[config.mk]
export PLATFORM = sky130hd
export DESIGN_NAME = lig_regs
export DESIGN_NICKNAME = d
export VERILOG_FILES = /design/src/lig_pkg.sv /design/src/lig_regs.sv
export SDC_FILE = /design/constraint.sdc
export NUM_CORES = 1
export LEC_CHECK = 0
export BUFFER_PORTS_ARGS = -buffer_cell sky130_fd_sc_hd__buf_2
export CORE_MARGIN = 3
export CORE_UTILIZATION = 45
export CTS_BUF_LIST = sky130_fd_sc_hd__clkbuf_4
export DETAILED_ROUTE_END_ITERATION = 16
export GPL_ROUTABILITY_DRIVEN = 0
export GPL_TIMING_DRIVEN = 0
export PLACE_DENSITY_LB_ADDON = 0.15
export SYNTH_ARGS = -nofsm -noshare
export SYNTH_HDL_FRONTEND = slang
export SYNTH_SLANG_ARGS = --single-unit
[constraint.sdc]
create_clock -name clk_sys_i -period 3.4 [get_ports clk_sys_i]
set_clock_uncertainty 0.2 [all_clocks]
set_input_delay 0.34 -clock clk_sys_i [delete_from_list [all_inputs] [get_ports clk_sys_i]]
set_output_delay 0.34 -clock clk_sys_i [all_outputs]
set_load 0.02 [all_outputs]
[src/lig_pkg.sv]
package lig_pkg;

  // ----------------------------------------------------------------
  // Register offsets (byte addresses on the plain register port)
  // ----------------------------------------------------------------
  localparam logic [10:0] OFF_DEVICE_IDENTITY = 11'h000;
  localparam logic [10:0] OFF_PATTERN_DETECT_CONTROL = 11'h011;
  localparam logic [10:0] OFF_ARBITRARY_PATTERN_LOW = 11'h012;
  localparam logic [10:0] OFF_ARBITRARY_PATTERN_MID = 11'h013;
  localparam logic [10:0] OFF_ARBITRARY_PATTERN_HIGH = 11'h014;
  localparam logic [10:0] OFF_INBAND_LOOP_CONTROL = 11'h015;
  localparam logic [10:0] OFF_INBAND_GENERATE_CODE = 11'h016;
  localparam logic [10:0] OFF_INBAND_ACTIVATE_CODE = 11'h017;
  localparam logic [10:0] OFF_INBAND_DEACTIVATE_CODE = 11'h018;
  localparam logic [10:0] OFF_LOOPBACK_CONTROL = 11'h019;
  localparam logic [10:0] OFF_INTERRUPT_EDGE_SELECT = 11'h01a;
  localparam logic [10:0] OFF_INTERRUPT_MASK_0 = 11'h01b;
  localparam logic [10:0] OFF_INTERRUPT_MASK_1 = 11'h01c;
  localparam logic [10:0] OFF_INTERRUPT_MASK_2 = 11'h01d;
  localparam logic [10:0] OFF_LINE_STATUS_0 = 11'h01e;
  localparam logic [10:0] OFF_LINE_STATUS_1 = 11'h01f;
  localparam logic [10:0] OFF_INTERRUPT_FLAGS_0 = 11'h020;
  localparam logic [10:0] OFF_INTERRUPT_FLAGS_1 = 11'h021;
  localparam logic [10:0] OFF_INTERRUPT_FLAGS_2 = 11'h022;
  localparam logic [10:0] OFF_ERROR_COUNT_LOW = 11'h023;
  localparam logic [10:0] OFF_ERROR_COUNT_HIGH = 11'h024;
  localparam logic [10:0] OFF_GLOBAL_SOFT_RESET = 11'h040;
  localparam logic [10:0] OFF_EVENT_STATUS = 11'h044;
  localparam logic [10:0] OFF_EVENT_CLEAR = 11'h045;
  localparam logic [10:0] OFF_EVENT_ENABLE = 11'h046;
  localparam logic [10:0] OFF_JITTER_MEAS_CONFIG = 11'h7e5;
  localparam logic [10:0] OFF_JITTER_POS_PEAK_LOW = 11'h7e6;
  localparam logic [10:0] OFF_JITTER_POS_PEAK_HIGH = 11'h7e7;
  localparam logic [10:0] OFF_JITTER_NEG_PEAK_LOW = 11'h7e8;
  localparam logic [10:0] OFF_JITTER_NEG_PEAK_HIGH = 11'h7e9;

  // ----------------------------------------------------------------
  // Values after reset, timing
  // ----------------------------------------------------------------
  localparam logic [7:0] RST_BYTE = 8'h00;
  localparam logic [7:0] GLOBAL_SOFT_RESET_RST = 8'h00;
  localparam int SOFT_RESET_MAX_NS = 1000;
  localparam int CLK_PERIOD_NS = 4;
  localparam int SOFT_RESET_CYCLES = SOFT_RESET_MAX_NS / CLK_PERIOD_NS;
  localparam logic [7:0] SOFT_RESET_COUNT = 8'(SOFT_RESET_CYCLES - 1);

  // Event status bit positions
  localparam int EV_SOFT_RESET_DONE = 0;
  localparam int EV_ERR_COUNT_WRAP = 1;
  localparam int EV_JITTER_NEW_PEAK = 2;

  typedef enum logic [0:0] {
    LIG_IDLE,
    LIG_RESETTING
  } lig_state_e;

  // Register port request as one carrier
  typedef struct packed {
    logic [10:0] addr;
    logic [7:0] wdata;
    logic wr;
    logic rd;
  } lig_req_s;

endpackage : lig_pkg

[src/lig_regs.sv]
// Our own choice: the strobed register port.
`timescale 1ns/1ps
// Contract
// - A read-only identity byte sits at offset 0x000 and no write or reset changes it.
// - Bits 7:4 of the identity byte return the fixed device code.
// - Bits 3:0 of the identity byte return the revision, zero being the first one.
// - A write to the write-only reset register at 0x040 while no soft reset runs starts a global soft reset; it reads zero.
// - The global soft reset completes within one microsecond.
// - Each error counter is 16 bits, low byte at 0x023 and high byte at 0x024.
// - The 24-bit arbitrary pattern is held in low, middle and high bytes at 0x012 to 0x014.
// - Channel 0 alone has a jitter config byte and 12-bit positive and negative peaks split low/high.
// - Only channel 1 addresses (plus the channel 0 jitter block) are decoded here.
module lig_regs #(
  parameter logic [3:0] DEVICE_CODE = 4'h5, // Arbitrary value
  parameter logic [3:0] REVISION = 4'h0
) (
  input wire logic clk_sys_i,
  input wire logic sys_rst_i,
  input wire logic [10:0] reg_addr_i,
  input wire logic [7:0] reg_wdata_i,
  input wire logic reg_wr_i,
  input wire logic reg_rd_i,
  output logic [7:0] reg_rdata_o,
  input wire logic [7:0] line_status_0_i,
  input wire logic [7:0] line_status_1_i,
  input wire logic [7:0] int_flags_0_i,
  input wire logic [7:0] int_flags_1_i,
  input wire logic [7:0] int_flags_2_i,
  input wire logic error_inc_i,
  input wire logic jitter_valid_i,
  input wire logic [11:0] jitter_pos_i,
  input wire logic [11:0] jitter_neg_i,
  output logic [23:0] arb_pattern_o,
  output logic [7:0] loopback_control_o,
  output logic [7:0] jitter_meas_config_o,
  output logic soft_reset_o,
  output logic irq_o
);

  // ----------------------------------------------------------------
  // State
  // ----------------------------------------------------------------
  typedef struct packed {
    lig_pkg::lig_state_e st;
    logic [7:0] rst_cnt;
    logic [7:0] rdata;
    logic [7:0] pd_ctl;
    logic [23:0] arb;
    logic [7:0] ib_ctl;
    logic [7:0] ib_gen;
    logic [7:0] ib_act;
    logic [7:0] ib_deact;
    logic [7:0] loop_ctl;
    logic [7:0] edge_sel;
    logic [7:0] mask0;
    logic [7:0] mask1;
    logic [7:0] mask2;
    logic [15:0] err_cnt;
    logic [7:0] jm_cfg;
    logic [11:0] jit_pos;
    logic [11:0] jit_neg;
    logic [2:0] ev_stat;
    logic [2:0] ev_en;
  } lig_regs_s;

  lig_regs_s r;
  lig_regs_s next_r;
  lig_pkg::lig_req_s req;
  logic [7:0] identity;
  logic [2:0] ev_set;
  logic [2:0] ev_pending;

  assign req = '{addr: reg_addr_i, wdata: reg_wdata_i, wr: reg_wr_i, rd: reg_rd_i};
  assign identity = {DEVICE_CODE, REVISION};

  // ----------------------------------------------------------------
  // Next state
  // ----------------------------------------------------------------
  always_comb begin
    next_r = r;
    ev_set = 3'b000;
    // Soft reset sequencer: busy for a bounded count, then clears the bank except event enable and event status
    case (r.st)
      lig_pkg::LIG_IDLE: begin
        if (req.wr && req.addr == lig_pkg::OFF_GLOBAL_SOFT_RESET) begin
          next_r.st = lig_pkg::LIG_RESETTING;
          next_r.rst_cnt = lig_pkg::SOFT_RESET_COUNT;
        end
      end
      lig_pkg::LIG_RESETTING: begin
        if (r.rst_cnt == 8'h00) begin
          next_r.st = lig_pkg::LIG_IDLE;
        end else begin
          next_r.rst_cnt = r.rst_cnt - 8'h01;
        end
      end
      default: next_r.st = lig_pkg::LIG_IDLE;
    endcase

    if (r.st == lig_pkg::LIG_IDLE) begin
      // Counter and peak capture run only outside soft reset
      if (error_inc_i) begin
        next_r.err_cnt = r.err_cnt + 16'h0001;
        if (r.err_cnt == 16'hffff) begin
          ev_set[lig_pkg::EV_ERR_COUNT_WRAP] = 1'b1;
        end
      end
      if (jitter_valid_i && !r.jm_cfg[2]) begin
        next_r.jit_pos = jitter_pos_i;
        next_r.jit_neg = jitter_neg_i;
        ev_set[lig_pkg::EV_JITTER_NEW_PEAK] = 1'b1;
      end
      if (req.wr) begin
        case (req.addr)
          lig_pkg::OFF_PATTERN_DETECT_CONTROL: next_r.pd_ctl = {4'h0, req.wdata[3:0]};
          lig_pkg::OFF_ARBITRARY_PATTERN_LOW: next_r.arb[7:0] = req.wdata;
          lig_pkg::OFF_ARBITRARY_PATTERN_MID: next_r.arb[15:8] = req.wdata;
          lig_pkg::OFF_ARBITRARY_PATTERN_HIGH: next_r.arb[23:16] = req.wdata;
          lig_pkg::OFF_INBAND_LOOP_CONTROL: next_r.ib_ctl = {2'b00, req.wdata[5:0]};
          lig_pkg::OFF_INBAND_GENERATE_CODE: next_r.ib_gen = req.wdata;
          lig_pkg::OFF_INBAND_ACTIVATE_CODE: next_r.ib_act = req.wdata;
          lig_pkg::OFF_INBAND_DEACTIVATE_CODE: next_r.ib_deact = req.wdata;
          lig_pkg::OFF_LOOPBACK_CONTROL: next_r.loop_ctl = {4'h0, req.wdata[3:0]};
          lig_pkg::OFF_INTERRUPT_EDGE_SELECT: next_r.edge_sel = {1'b0, req.wdata[6:0]};
          lig_pkg::OFF_INTERRUPT_MASK_0: next_r.mask0 = req.wdata;
          lig_pkg::OFF_INTERRUPT_MASK_1: next_r.mask1 = {req.wdata[7:5], 3'b000, req.wdata[1:0]};
          lig_pkg::OFF_INTERRUPT_MASK_2: next_r.mask2 = {2'b00, req.wdata[5:0]};
          lig_pkg::OFF_JITTER_MEAS_CONFIG: next_r.jm_cfg = {5'h00, req.wdata[2:0]};
          lig_pkg::OFF_EVENT_ENABLE: next_r.ev_en = req.wdata[2:0];
          lig_pkg::OFF_EVENT_CLEAR: next_r.ev_stat = r.ev_stat & ~req.wdata[2:0];
          default: ;
        endcase
      end
    end else if (r.rst_cnt == 8'h00) begin
      // End of soft reset: every register except event enable and event status back to zero
      next_r = '0;
      next_r.ev_en = r.ev_en;
      next_r.ev_stat = r.ev_stat;
      ev_set[lig_pkg::EV_SOFT_RESET_DONE] = 1'b1;
    end

    // Set wins over a clear in the same cycle
    next_r.ev_stat = next_r.ev_stat | ev_set;

    next_r.rdata = lig_pkg::RST_BYTE;
    if (req.rd) begin
      case (req.addr)
        lig_pkg::OFF_DEVICE_IDENTITY: next_r.rdata = identity;
        lig_pkg::OFF_PATTERN_DETECT_CONTROL: next_r.rdata = r.pd_ctl;
        lig_pkg::OFF_ARBITRARY_PATTERN_LOW: next_r.rdata = r.arb[7:0];
        lig_pkg::OFF_ARBITRARY_PATTERN_MID: next_r.rdata = r.arb[15:8];
        lig_pkg::OFF_ARBITRARY_PATTERN_HIGH: next_r.rdata = r.arb[23:16];
        lig_pkg::OFF_INBAND_LOOP_CONTROL: next_r.rdata = r.ib_ctl;
        lig_pkg::OFF_INBAND_GENERATE_CODE: next_r.rdata = r.ib_gen;
        lig_pkg::OFF_INBAND_ACTIVATE_CODE: next_r.rdata = r.ib_act;
        lig_pkg::OFF_INBAND_DEACTIVATE_CODE: next_r.rdata = r.ib_deact;
        lig_pkg::OFF_LOOPBACK_CONTROL: next_r.rdata = r.loop_ctl;
        lig_pkg::OFF_INTERRUPT_EDGE_SELECT: next_r.rdata = r.edge_sel;
        lig_pkg::OFF_INTERRUPT_MASK_0: next_r.rdata = r.mask0;
        lig_pkg::OFF_INTERRUPT_MASK_1: next_r.rdata = r.mask1;
        lig_pkg::OFF_INTERRUPT_MASK_2: next_r.rdata = r.mask2;
        lig_pkg::OFF_LINE_STATUS_0: next_r.rdata = line_status_0_i;
        lig_pkg::OFF_LINE_STATUS_1: next_r.rdata = line_status_1_i;
        lig_pkg::OFF_INTERRUPT_FLAGS_0: next_r.rdata = int_flags_0_i;
        lig_pkg::OFF_INTERRUPT_FLAGS_1: next_r.rdata = int_flags_1_i;
        lig_pkg::OFF_INTERRUPT_FLAGS_2: next_r.rdata = int_flags_2_i;
        lig_pkg::OFF_ERROR_COUNT_LOW: next_r.rdata = r.err_cnt[7:0];
        lig_pkg::OFF_ERROR_COUNT_HIGH: next_r.rdata = r.err_cnt[15:8];
        lig_pkg::OFF_GLOBAL_SOFT_RESET: next_r.rdata = lig_pkg::GLOBAL_SOFT_RESET_RST;
        lig_pkg::OFF_EVENT_STATUS: next_r.rdata = {5'h00, r.ev_stat};
        lig_pkg::OFF_EVENT_ENABLE: next_r.rdata = {5'h00, r.ev_en};
        lig_pkg::OFF_JITTER_MEAS_CONFIG: next_r.rdata = r.jm_cfg;
        lig_pkg::OFF_JITTER_POS_PEAK_LOW: next_r.rdata = r.jit_pos[7:0];
        lig_pkg::OFF_JITTER_POS_PEAK_HIGH: next_r.rdata = {4'h0, r.jit_pos[11:8]};
        lig_pkg::OFF_JITTER_NEG_PEAK_LOW: next_r.rdata = r.jit_neg[7:0];
        lig_pkg::OFF_JITTER_NEG_PEAK_HIGH: next_r.rdata = {4'h0, r.jit_neg[11:8]};
        default: next_r.rdata = lig_pkg::RST_BYTE;
      endcase
    end
  end

  always_ff @(posedge clk_sys_i) begin
    if (sys_rst_i) begin
      r <= '0;
    end else begin
      r <= next_r;
    end
  end

  // ----------------------------------------------------------------
  // Outputs
  // ----------------------------------------------------------------
  assign reg_rdata_o = r.rdata;
  assign arb_pattern_o = r.arb;
  assign loopback_control_o = r.loop_ctl;
  assign jitter_meas_config_o = r.jm_cfg;
  assign soft_reset_o = (r.st == lig_pkg::LIG_RESETTING);

  // ----------------------------------------------------------------
  // Interrupt output
  // ----------------------------------------------------------------
  // Per event: pending while enabled, and sticky until software clears it
  for (genvar gi = 0; gi < 3; gi++) begin : g_event
    assign ev_pending[gi] = r.ev_stat[gi] & r.ev_en[gi];

    a_event_sticky: assert property (
      @(posedge clk_sys_i) disable iff (sys_rst_i)
      r.ev_stat[gi]
      && !(reg_wr_i && reg_addr_i == lig_pkg::OFF_EVENT_CLEAR && reg_wdata_i[gi])
      |=> r.ev_stat[gi])
      else $error("event bit lost");
  end

  assign irq_o = |ev_pending;

  // ----------------------------------------------------------------
  // Checks: identity and soft reset
  // ----------------------------------------------------------------
  a_identity_read: assert property (
    @(posedge clk_sys_i) disable iff (sys_rst_i)
    reg_rd_i && reg_addr_i == lig_pkg::OFF_DEVICE_IDENTITY
    |=> reg_rdata_o == identity)
    else $error("identity read wrong");

  a_identity_code: assert property (
    @(posedge clk_sys_i) disable iff (sys_rst_i)
    reg_rd_i && reg_addr_i == 11'h000
    |=> reg_rdata_o[7:4] == DEVICE_CODE)
    else $error("device code wrong");

  a_revision_nibble: assert property (
    @(posedge clk_sys_i) disable iff (sys_rst_i)
    reg_rd_i && reg_addr_i == 11'h000
    |=> reg_rdata_o[3:0] == REVISION)
    else $error("revision wrong");

  a_reset_starts: assert property (
    @(posedge clk_sys_i) disable iff (sys_rst_i)
    reg_wr_i && reg_addr_i == 11'h040 && !soft_reset_o
    |=> soft_reset_o)
    else $error("soft reset not started");

  a_reset_reg_zero: assert property (
    @(posedge clk_sys_i) disable iff (sys_rst_i)
    reg_rd_i && reg_addr_i == 11'h040
    |=> reg_rdata_o == 8'h00)
    else $error("reset register not zero");

  // 250 cycles at 4 ns use up the whole one microsecond budget
  a_reset_bounded: assert property (
    @(posedge clk_sys_i) disable iff (sys_rst_i)
    $rose(soft_reset_o)
    |-> ##[1:250] !soft_reset_o)
    else $error("soft reset too long");

  a_reset_clears: assert property (
    @(posedge clk_sys_i) disable iff (sys_rst_i)
    $fell(soft_reset_o)
    |-> arb_pattern_o == 24'h00_0000 && loopback_control_o == 8'h00)
    else $error("soft reset left state");

  a_reset_clears_count: assert property (
    @(posedge clk_sys_i) disable iff (sys_rst_i)
    $fell(soft_reset_o)
    |-> r.err_cnt == 16'h0000 && r.jit_pos == 12'h000)
    else $error("soft reset left counter");

  a_reset_done_event: assert property (
    @(posedge clk_sys_i) disable iff (sys_rst_i)
    $fell(soft_reset_o)
    |-> r.ev_stat[lig_pkg::EV_SOFT_RESET_DONE])
    else $error("reset done event missing");

  // ----------------------------------------------------------------
  // Checks: data registers
  // ----------------------------------------------------------------
  a_err_low_read: assert property (
    @(posedge clk_sys_i) disable iff (sys_rst_i)
    reg_rd_i && reg_addr_i == 11'h023
    |=> reg_rdata_o == $past(r.err_cnt[7:0]))
    else $error("error count low wrong");

  a_err_high_read: assert property (
    @(posedge clk_sys_i) disable iff (sys_rst_i)
    reg_rd_i && reg_addr_i == 11'h024
    |=> reg_rdata_o == $past(r.err_cnt[15:8]))
    else $error("error count high wrong");

  a_err_count_step: assert property (
    @(posedge clk_sys_i) disable iff (sys_rst_i)
    error_inc_i && !soft_reset_o
    |=> r.err_cnt == $past(r.err_cnt) + 16'h0001)
    else $error("error count step wrong");

  a_arb_low_write: assert property (
    @(posedge clk_sys_i) disable iff (sys_rst_i)
    reg_wr_i && reg_addr_i == 11'h012 && !soft_reset_o
    |=> arb_pattern_o[7:0] == $past(reg_wdata_i))
    else $error("pattern low byte wrong");

  a_arb_mid_write: assert property (
    @(posedge clk_sys_i) disable iff (sys_rst_i)
    reg_wr_i && reg_addr_i == 11'h013 && !soft_reset_o
    |=> arb_pattern_o[15:8] == $past(reg_wdata_i))
    else $error("pattern mid byte wrong");

  a_arb_high_write: assert property (
    @(posedge clk_sys_i) disable iff (sys_rst_i)
    reg_wr_i && reg_addr_i == 11'h014 && !soft_reset_o
    |=> arb_pattern_o[23:16] == $past(reg_wdata_i))
    else $error("pattern high byte wrong");

  a_jitter_capture: assert property (
    @(posedge clk_sys_i) disable iff (sys_rst_i)
    jitter_valid_i && !soft_reset_o && !jitter_meas_config_o[2]
    |=> r.jit_pos == $past(jitter_pos_i) && r.jit_neg == $past(jitter_neg_i))
    else $error("jitter peak not captured");

  a_jitter_frozen: assert property (
    @(posedge clk_sys_i) disable iff (sys_rst_i)
    jitter_valid_i && !soft_reset_o && jitter_meas_config_o[2]
    |=> $stable(r.jit_pos))
    else $error("jitter peak not frozen");

  a_jitter_high: assert property (
    @(posedge clk_sys_i) disable iff (sys_rst_i)
    reg_rd_i && reg_addr_i == 11'h7e7
    |=> reg_rdata_o[7:4] == 4'h0)
    else $error("jitter high nibble wrong");

  a_jitter_neg_high: assert property (
    @(posedge clk_sys_i) disable iff (sys_rst_i)
    reg_rd_i && reg_addr_i == 11'h7e9
    |=> reg_rdata_o[7:4] == 4'h0)
    else $error("jitter negative nibble wrong");

  a_unmapped_zero: assert property (
    @(posedge clk_sys_i) disable iff (sys_rst_i)
    reg_rd_i && reg_addr_i == 11'h7e4
    |=> reg_rdata_o == 8'h00)
    else $error("unmapped read not zero");

  // Idle data is zero, so a stale byte is never taken for an answer
  a_rdata_idle: assert property (
    @(posedge clk_sys_i) disable iff (sys_rst_i)
    !reg_rd_i
    |=> reg_rdata_o == 8'h00)
    else $error("read data not idle");

  // ----------------------------------------------------------------
  // Checks: event registers
  // ----------------------------------------------------------------
  a_event_clear: assert property (
    @(posedge clk_sys_i) disable iff (sys_rst_i)
    reg_wr_i && reg_addr_i == 11'h045 && reg_wdata_i[0] && !soft_reset_o
    |=> !r.ev_stat[lig_pkg::EV_SOFT_RESET_DONE])
    else $error("event not cleared");

  a_irq_masked: assert property (
    @(posedge clk_sys_i) disable iff (sys_rst_i)
    reg_wr_i && reg_addr_i == 11'h046 && reg_wdata_i == 8'h00 && !soft_reset_o
    |=> !irq_o)
    else $error("interrupt not masked");

  // ----------------------------------------------------------------
  // Coverage
  // ----------------------------------------------------------------
  c_soft_reset: cover property (@(posedge clk_sys_i) $fell(soft_reset_o));
  c_irq: cover property (@(posedge clk_sys_i) $rose(irq_o));
  c_irq_cleared: cover property (@(posedge clk_sys_i) $fell(irq_o));
  c_err_wrap: cover property (@(posedge clk_sys_i) r.ev_stat[lig_pkg::EV_ERR_COUNT_WRAP]);
  c_peak_frozen: cover property (@(posedge clk_sys_i) jitter_valid_i && jitter_meas_config_o[2]);

endmodule : lig_regs

==> results of run 1 <==
## through the flow
stage	hold WS, ps	worst slack [ps]
final	56.2	115
after global routing	46.3	97.1
after CTS	18.7	21.4
after detailed placement	257	-399
after global placement	250	-395
after floorplan	240	706
## report_power, final
| part | internal, mW | switching [mW] |
|---|---|---|
| sequential | 1.82 | 0.0150 |
| clock | 0.543 | 0.716 |
| combinational | 0.144 | 0.268 |
| total | 2.51 | 0.999 |
## worst paths after layout
| path | endpoint | depth (start not counted) | slack (ps) |
|---|---|---|---|
| worst min-delay path | r[95] | 3 | 60 |
| worst max register to register | r[6] | 9 | 300 |
| worst max-delay path | reg_rdata_o[5] | 8 | 120 |
| worst min register to register | r[115] | 2 | 270 |
## layout make-up
type	instances	share of cell area, %
multi-input combinational	737	45.3
antenna	3	0.0764
clock inverter	12	1.65
inverter	6	0.229
tap	225	2.86
timing repair buffer	165	10.4
buffer	119	6.54
clock buffer	20	1.53
sequential	154	31.4
## state kept, by name (all words and copies together) (netlist names)
register / cells
soft_reset_o: 1
r: 114
jitter_meas_config_o: 3
loopback_control_o: 4
arb_pattern_o: 24
reg_rdata_o: 8
## layout by cell type (no fill, tap or decap), types with 7 or more instances in the layout
master,count
clkbuf_4,20
dlygate4sd3_1,40
buf_1,9
nand2_1,97
clkbuf_1,59
mux2i_1,76
buf_2,125
nor2b_1,23
a211oi_1,7
a21oi_1,85
dfxtp_1,154
nand2b_1,11
a22oi_1,41
conb_1,9
o22ai_1,10
o21ai_0,22
buf_4,48
nand4_1,13
a22o_1,7
or3_1,7
nor3_1,18
nor2_1,126
mux2_2,13
nand3_1,81
## cells in the mapped netlist, types with 10 or more instances
cell      number
o22ai_1       10
nor2_1       126
nand2b_1      11
nand2_1       97
clkbuf_1      59
nand4_1       13
mux2_2        13
dfxtp_1      154
a21oi_1       85
o21ai_0       22
nand3_1       81
mux2i_1       76
buf_4         48
buf_1         10
nor2b_1       23
nor3_1        18
a22oi_1       41
## layer usage
| metal | global-route usage, % | vias to the layer above | wire [um] |
|---|---|---|---|
| li1 | - | 3941 | - |
| met1 | 41.9 | 3928 | 13100 |
| met2 | 45.3 | 517 | 13100 |
| met3 | 9.97 | 89 | 3630 |
| met4 | 12.2 | 2 | 1210 |
| met5 | 0 | - | 13 |
## kinds of logic (layout without fill, tap and decap cells)
logic type	Yosys count	count (layout)	synth area share, %
xor+xnor	10	10	1.07
compound gates	216	216	17.6
buf+inv	125	322	8.13
simple gates	410	410	23.7
flops	154	154	37.7
fa+ha+maj	2	2	0.306
mux	90	90	11.4
other cells	1	12	0.0459
## worst register-to-register path, stage by stage, from the launching register on
cell and delay, ps:
dfxtp_1 370, inv_1 60, ha_1 230, nor2b_1 150, nand3b_1 220, clkbuf_2 450
clkbuf_1 500, nand3_1 160, a21oi_1 160, dlygate4sd3_1 550
## what timing repair did
item | CTS | global route
setup endpoints to repair | 0 | 2
endpoints found under the hold margin | 58 | 0
gates resized for setup | 0 | 2
hold buffers | 40 | 0
==> qor.yml, run 1 <==
fmax_mhz: 304
drt-initial-drc-count: 1050
regArea_sq_um: 3080
endpoint_kind: "flop"
synth_seq_cells: 154
final_util_pct: 56.1
leakage_nw: 3.75
track_usage_pct: 30.8
die_w_um: 141
crit_top_cell: "clkbuf_1"
die_h_um: 141
clock-sinks: 154
yosysTopAreaCell: "dfxtp_1"
drive_gt1_share_pct: 19.6
synth-main-ff-cell: "dfxtp_1"
yosysSeqAreaShare_pct: 37.7
path_clk_slew_ps: 140
io_buffers: 125
dp_hpwl_um: 22900
overflow: 0
fin_crit_sh_pct: 96.6
drv_slew: 0
routed_via_density: 5.88
htreeDepth: 4
grt_max_degree: 17
dp_cells: 1366
vdd_drop_max_mv: 0.278
cts_buffers: 17
crit_required_ps: 3630
multi_input_area_sq_um: 4460
core_area_sq_um: 17500
fin_area_sq_um: 9830
vias: 8477
worst_slew_pin_slew_ps: 1050
power_density_nw_per_um2: 357
cap_violations: 0
drc_errors: 0
path_cells: "buf_2 -> clkbuf_1 -> buf_1 -> clkbuf_1 -> mux2i_1 -> nor3_1 -> nor4_1 -> a21oi_1"
power_mw: 3.51
synthCells: 1008
ys_warn_count: 0
hold_path.class: "in2reg"
fillCellCount: 1750
dieArea_sq_um: 19800
max_stage_delay_ps: 850
wl_per_cell_um: 21.6
slew_headroom_pct: 29.3
avgSynthCellArea_sq_um: 8.11
crit_arrival_ps: 3520
grt_pass1_vias: 8000
setup_viol: 0
async_flop_share_pct: 0
startpoint_type: "input pin"
wl_um: 31100
ys_top_cells_by_area: "dfxtp_1 38%, mux2i_1 9.3%, nor2_1 5.8%"
final.setup.tns_ps: 0
insertion_delay_ps: 600
cp_top_family: "buffers and inverters"
synth_cell_types: 59
crit_type: "in2reg"
syn_to_final_growth_pct: 20.3
post_cts.repair.setup_buffers: 0
synthesis.area_sq_um: 8170
instances_no_fill: 1441
hp-start: "reg_wdata_i[1]"
synth_edf_count: 0
drtPass1Iterations: 6
ant_nets: 0
netlist.area_leader.share_pct: 37.7
nets: 1291
clockBufferDepth: 2
grt_pass1_wl_um: 46200
postPlaceCellArea_sq_um: 9110
clock-root-buffer: "clkbuf_4"
slowest_stage: "clkbuf_1"
io_pins: 139
crit_buf_inv: 4
rsz0062_at_grt: "no"
critPathMaxFanout: 10
crit_start: "reg_addr_i[0]"
fp-row-count: 48
period_needed_ps: 3280
hold_violations: 0
start_util_pct: 46.6
status: "complete, no violations"
antenna_found_initial: 2
cts_tree: "yes"
r2r_start: "r[166]"
(Power assumes the default switching activity.)
==> run 2: changes to the inputs <==
--- a/config.mk
+++ b/config.mk
@@ -6,8 +6,9 @@
 export NUM_CORES = 1
 export LEC_CHECK = 0
 export BUFFER_PORTS_ARGS = -buffer_cell sky130_fd_sc_hd__buf_2
+export CAP_MARGIN = 20
 export CORE_MARGIN = 3
-export CORE_UTILIZATION = 45
+export CORE_UTILIZATION = 50
 export CTS_BUF_LIST = sky130_fd_sc_hd__clkbuf_4
 export DETAILED_ROUTE_END_ITERATION = 16
 export GPL_ROUTABILITY_DRIVEN = 0
==> run 2 against run 1 <==
- cell area decreased by 0.15%
- count of clock-buffer cells in the layout down 2
- die area down 9.6%
- worst hold slack lost 35 ps
- power grew 1.5%
==> qor.yml, run 2 (same netlist as run 1, synthesis figures left out) <==
start_util_pct: 51.3  # was 46.6%
drt-initial-drc-count: 1302  # was 1,050
fillCellCount: 1482  # was 1,750
final.setup.tns_ps: 0  # unchanged
final_util_pct: 61.6  # was 56.1%
whs_ps: 20.8  # was 56.2 ps
max_stage_delay_ps: 920  # was 850 ps
syn_to_final_growth_pct: 20.1  # was 20.3%
ant_nets: 0  # unchanged
drive_gt1_share_pct: 19.7  # was 19.6%
die_h_um: 134  # was 141 um
crit_buf_inv: 3  # was 4
cts_buffers: 17  # unchanged
fin_area_sq_um: 9820  # was 9830 sq um
drv_slew: 0  # unchanged
wl_um: 30100  # was 31,100 um
nets: 1289  # was 1,291
critPathMaxFanout: 10  # unchanged
grt_max_degree: 17  # unchanged
fin_crit_sh_pct: 92.4  # was 96.6%
clock-root-buffer: "clkbuf_4"  # unchanged
startpoint_type: "input pin"  # unchanged
endpoint_kind: "flop"  # unchanged
worst_slew_pin_slew_ps: 1020  # was 1050 ps
overflow: 0  # unchanged
clock-sinks: 154  # unchanged
slew_headroom_pct: 31.3  # was 29.3%
instances_no_fill: 1430  # was 1,441
drtPass1Iterations: 7  # was 6
insertion_delay_ps: 610  # was 600 ps
routed_via_density: 5.95  # was 5.88
crit_required_ps: 3680  # was 3630 ps
dp_cells: 1357  # was 1,366
antenna_found_initial: 2  # unchanged
dp_hpwl_um: 22100  # was 22,900 um
io_buffers: 125  # unchanged
power_density_nw_per_um2: 363  # was 357 nW/um^2
hold_violations: 0  # unchanged
path_cells: "buf_2 -> clkbuf_1 -> clkbuf_1 -> nand2_1 -> nor4_2 -> nor2_1 -> a22oi_1 -> nor2_1"  # was buf_2 -> clkbuf_1 -> buf_1 -> clkbuf_1 -> mux2i_1 -> nor3_1 -> nor4_1 -> a21oi_1
cap_violations: 0  # unchanged
regArea_sq_um: 3080  # unchanged
slowest_stage: "nor4_2"  # was clkbuf_1
largest_reg_flops: 114  # unchanged
leakage_nw: 3.75  # about the same
vdd_drop_max_mv: 0.205  # was 0.278 mV
max_flop_register: "r"  # unchanged
final_cell_mix: "154 x dfxtp_1, 126 x nor2_1, 125 x buf_2"  # unchanged
path_clk_slew_ps: 140  # about the same
vias: 8508  # was 8,477
status: "complete, no violations"  # unchanged
fp-row-count: 46  # was 48
cp_top_family: "simple AND/OR/NAND/NOR gates"  # was buffers and inverters
core_area_sq_um: 15900  # was 17,500 sq um
crit_type: "in2reg"  # unchanged
setup_ws_ps: 258  # was 115 ps
cts_tree: "yes"  # unchanged
grt_pass1_wl_um: 45000  # was 46,200 um
io_pins: 139  # unchanged
post_cts.repair.setup_buffers: 0  # unchanged
power_mw: 3.56  # was 3.51 mW
multi_input_area_sq_um: 4460  # unchanged
final_common_cell: "dfxtp_1"  # unchanged
setup_viol: 0  # unchanged
postPlaceCellArea_sq_um: 9100  # was 9110 sq um
r2r_slack_ps: 310  # was 300 ps
clockBufferDepth: 2  # unchanged
dpl_worst_slack_ps: -137  # was -399 ps
rsz0062_at_grt: "no"  # unchanged
dieArea_sq_um: 17900  # was 19,800 sq um
period_needed_ps: 3140  # was 3280 ps
grt_pass1_vias: 7697  # was 8,000
crit_arrival_ps: 3420  # was 3520 ps
hold_path.class: "in2reg"  # unchanged
htreeDepth: 4  # unchanged
die_w_um: 134  # was 141 um
fmax_mhz: 318  # was 304 MHz
drc_errors: 0  # unchanged
wl_per_cell_um: 21.1  # was 21.6 um
track_usage_pct: 33.0  # was 30.8%
[run 2: changes by cell type in the layout (fill, tap and decap cells not counted), sizes merged]
| cell | previous run | this run |
|---|---|---|
| dlygate4sd3 | 40 | 37 |
| clkinv | 5 | 7 |
| bufinv | 3 | 4 |
| inv | 9 | 8 |
| clkbuf | 80 | 79 |
[run 2: worst min-delay path: stages]
cell	delay, ps
buf_2	90
nand2_1	140
nand3_1	140
a21oi_1	70
[run 2: path summary, 6_finish.rpt]
| path | from | endpoint | cells after the start |
|---|---|---|---|
| max reg2reg | r[166] | r[7] | 9 |
| max | reg_addr_i[1] | r[106] | 8 |
| min | jitter_valid_i | r[29] | 4 |
| min reg2reg | r[115] | r[115] | 2 |
[run 2: power by group]
group          total, mW  leakage [nW]  internal (mW)  switching, mW
registers           1.84          1.25           1.82         0.0157
logic              0.406          2.33          0.142          0.264
clock network       1.32         0.176          0.597          0.721
[run 2: repair_timing]
item                                   CTS  global route
hold buffers                            37             0
setup endpoints to repair                0             2
endpoints found under the hold margin   54             0
resized for setup                        0             2
[run 2: final cells by class]
cell class,count,share of cell area (%)
clock inverter,14,2.00
inverter,6,0.229
clock buffer,18,1.38
timing repair buffer,163,10.2
antenna,3,0.0765
buffer,119,6.55
multi-input combinational,737,45.4
tap,216,2.75
sequential,154,31.4
[run 2: layer usage]
metal,up-vias,share of wire [%],global-route usage (%)
met5,-,0.033,0
met4,2,3.5,12.1
met3,93,13,11.9
met2,587,43,48.4
met1,3894,41,44.9
li1,3932,-,-
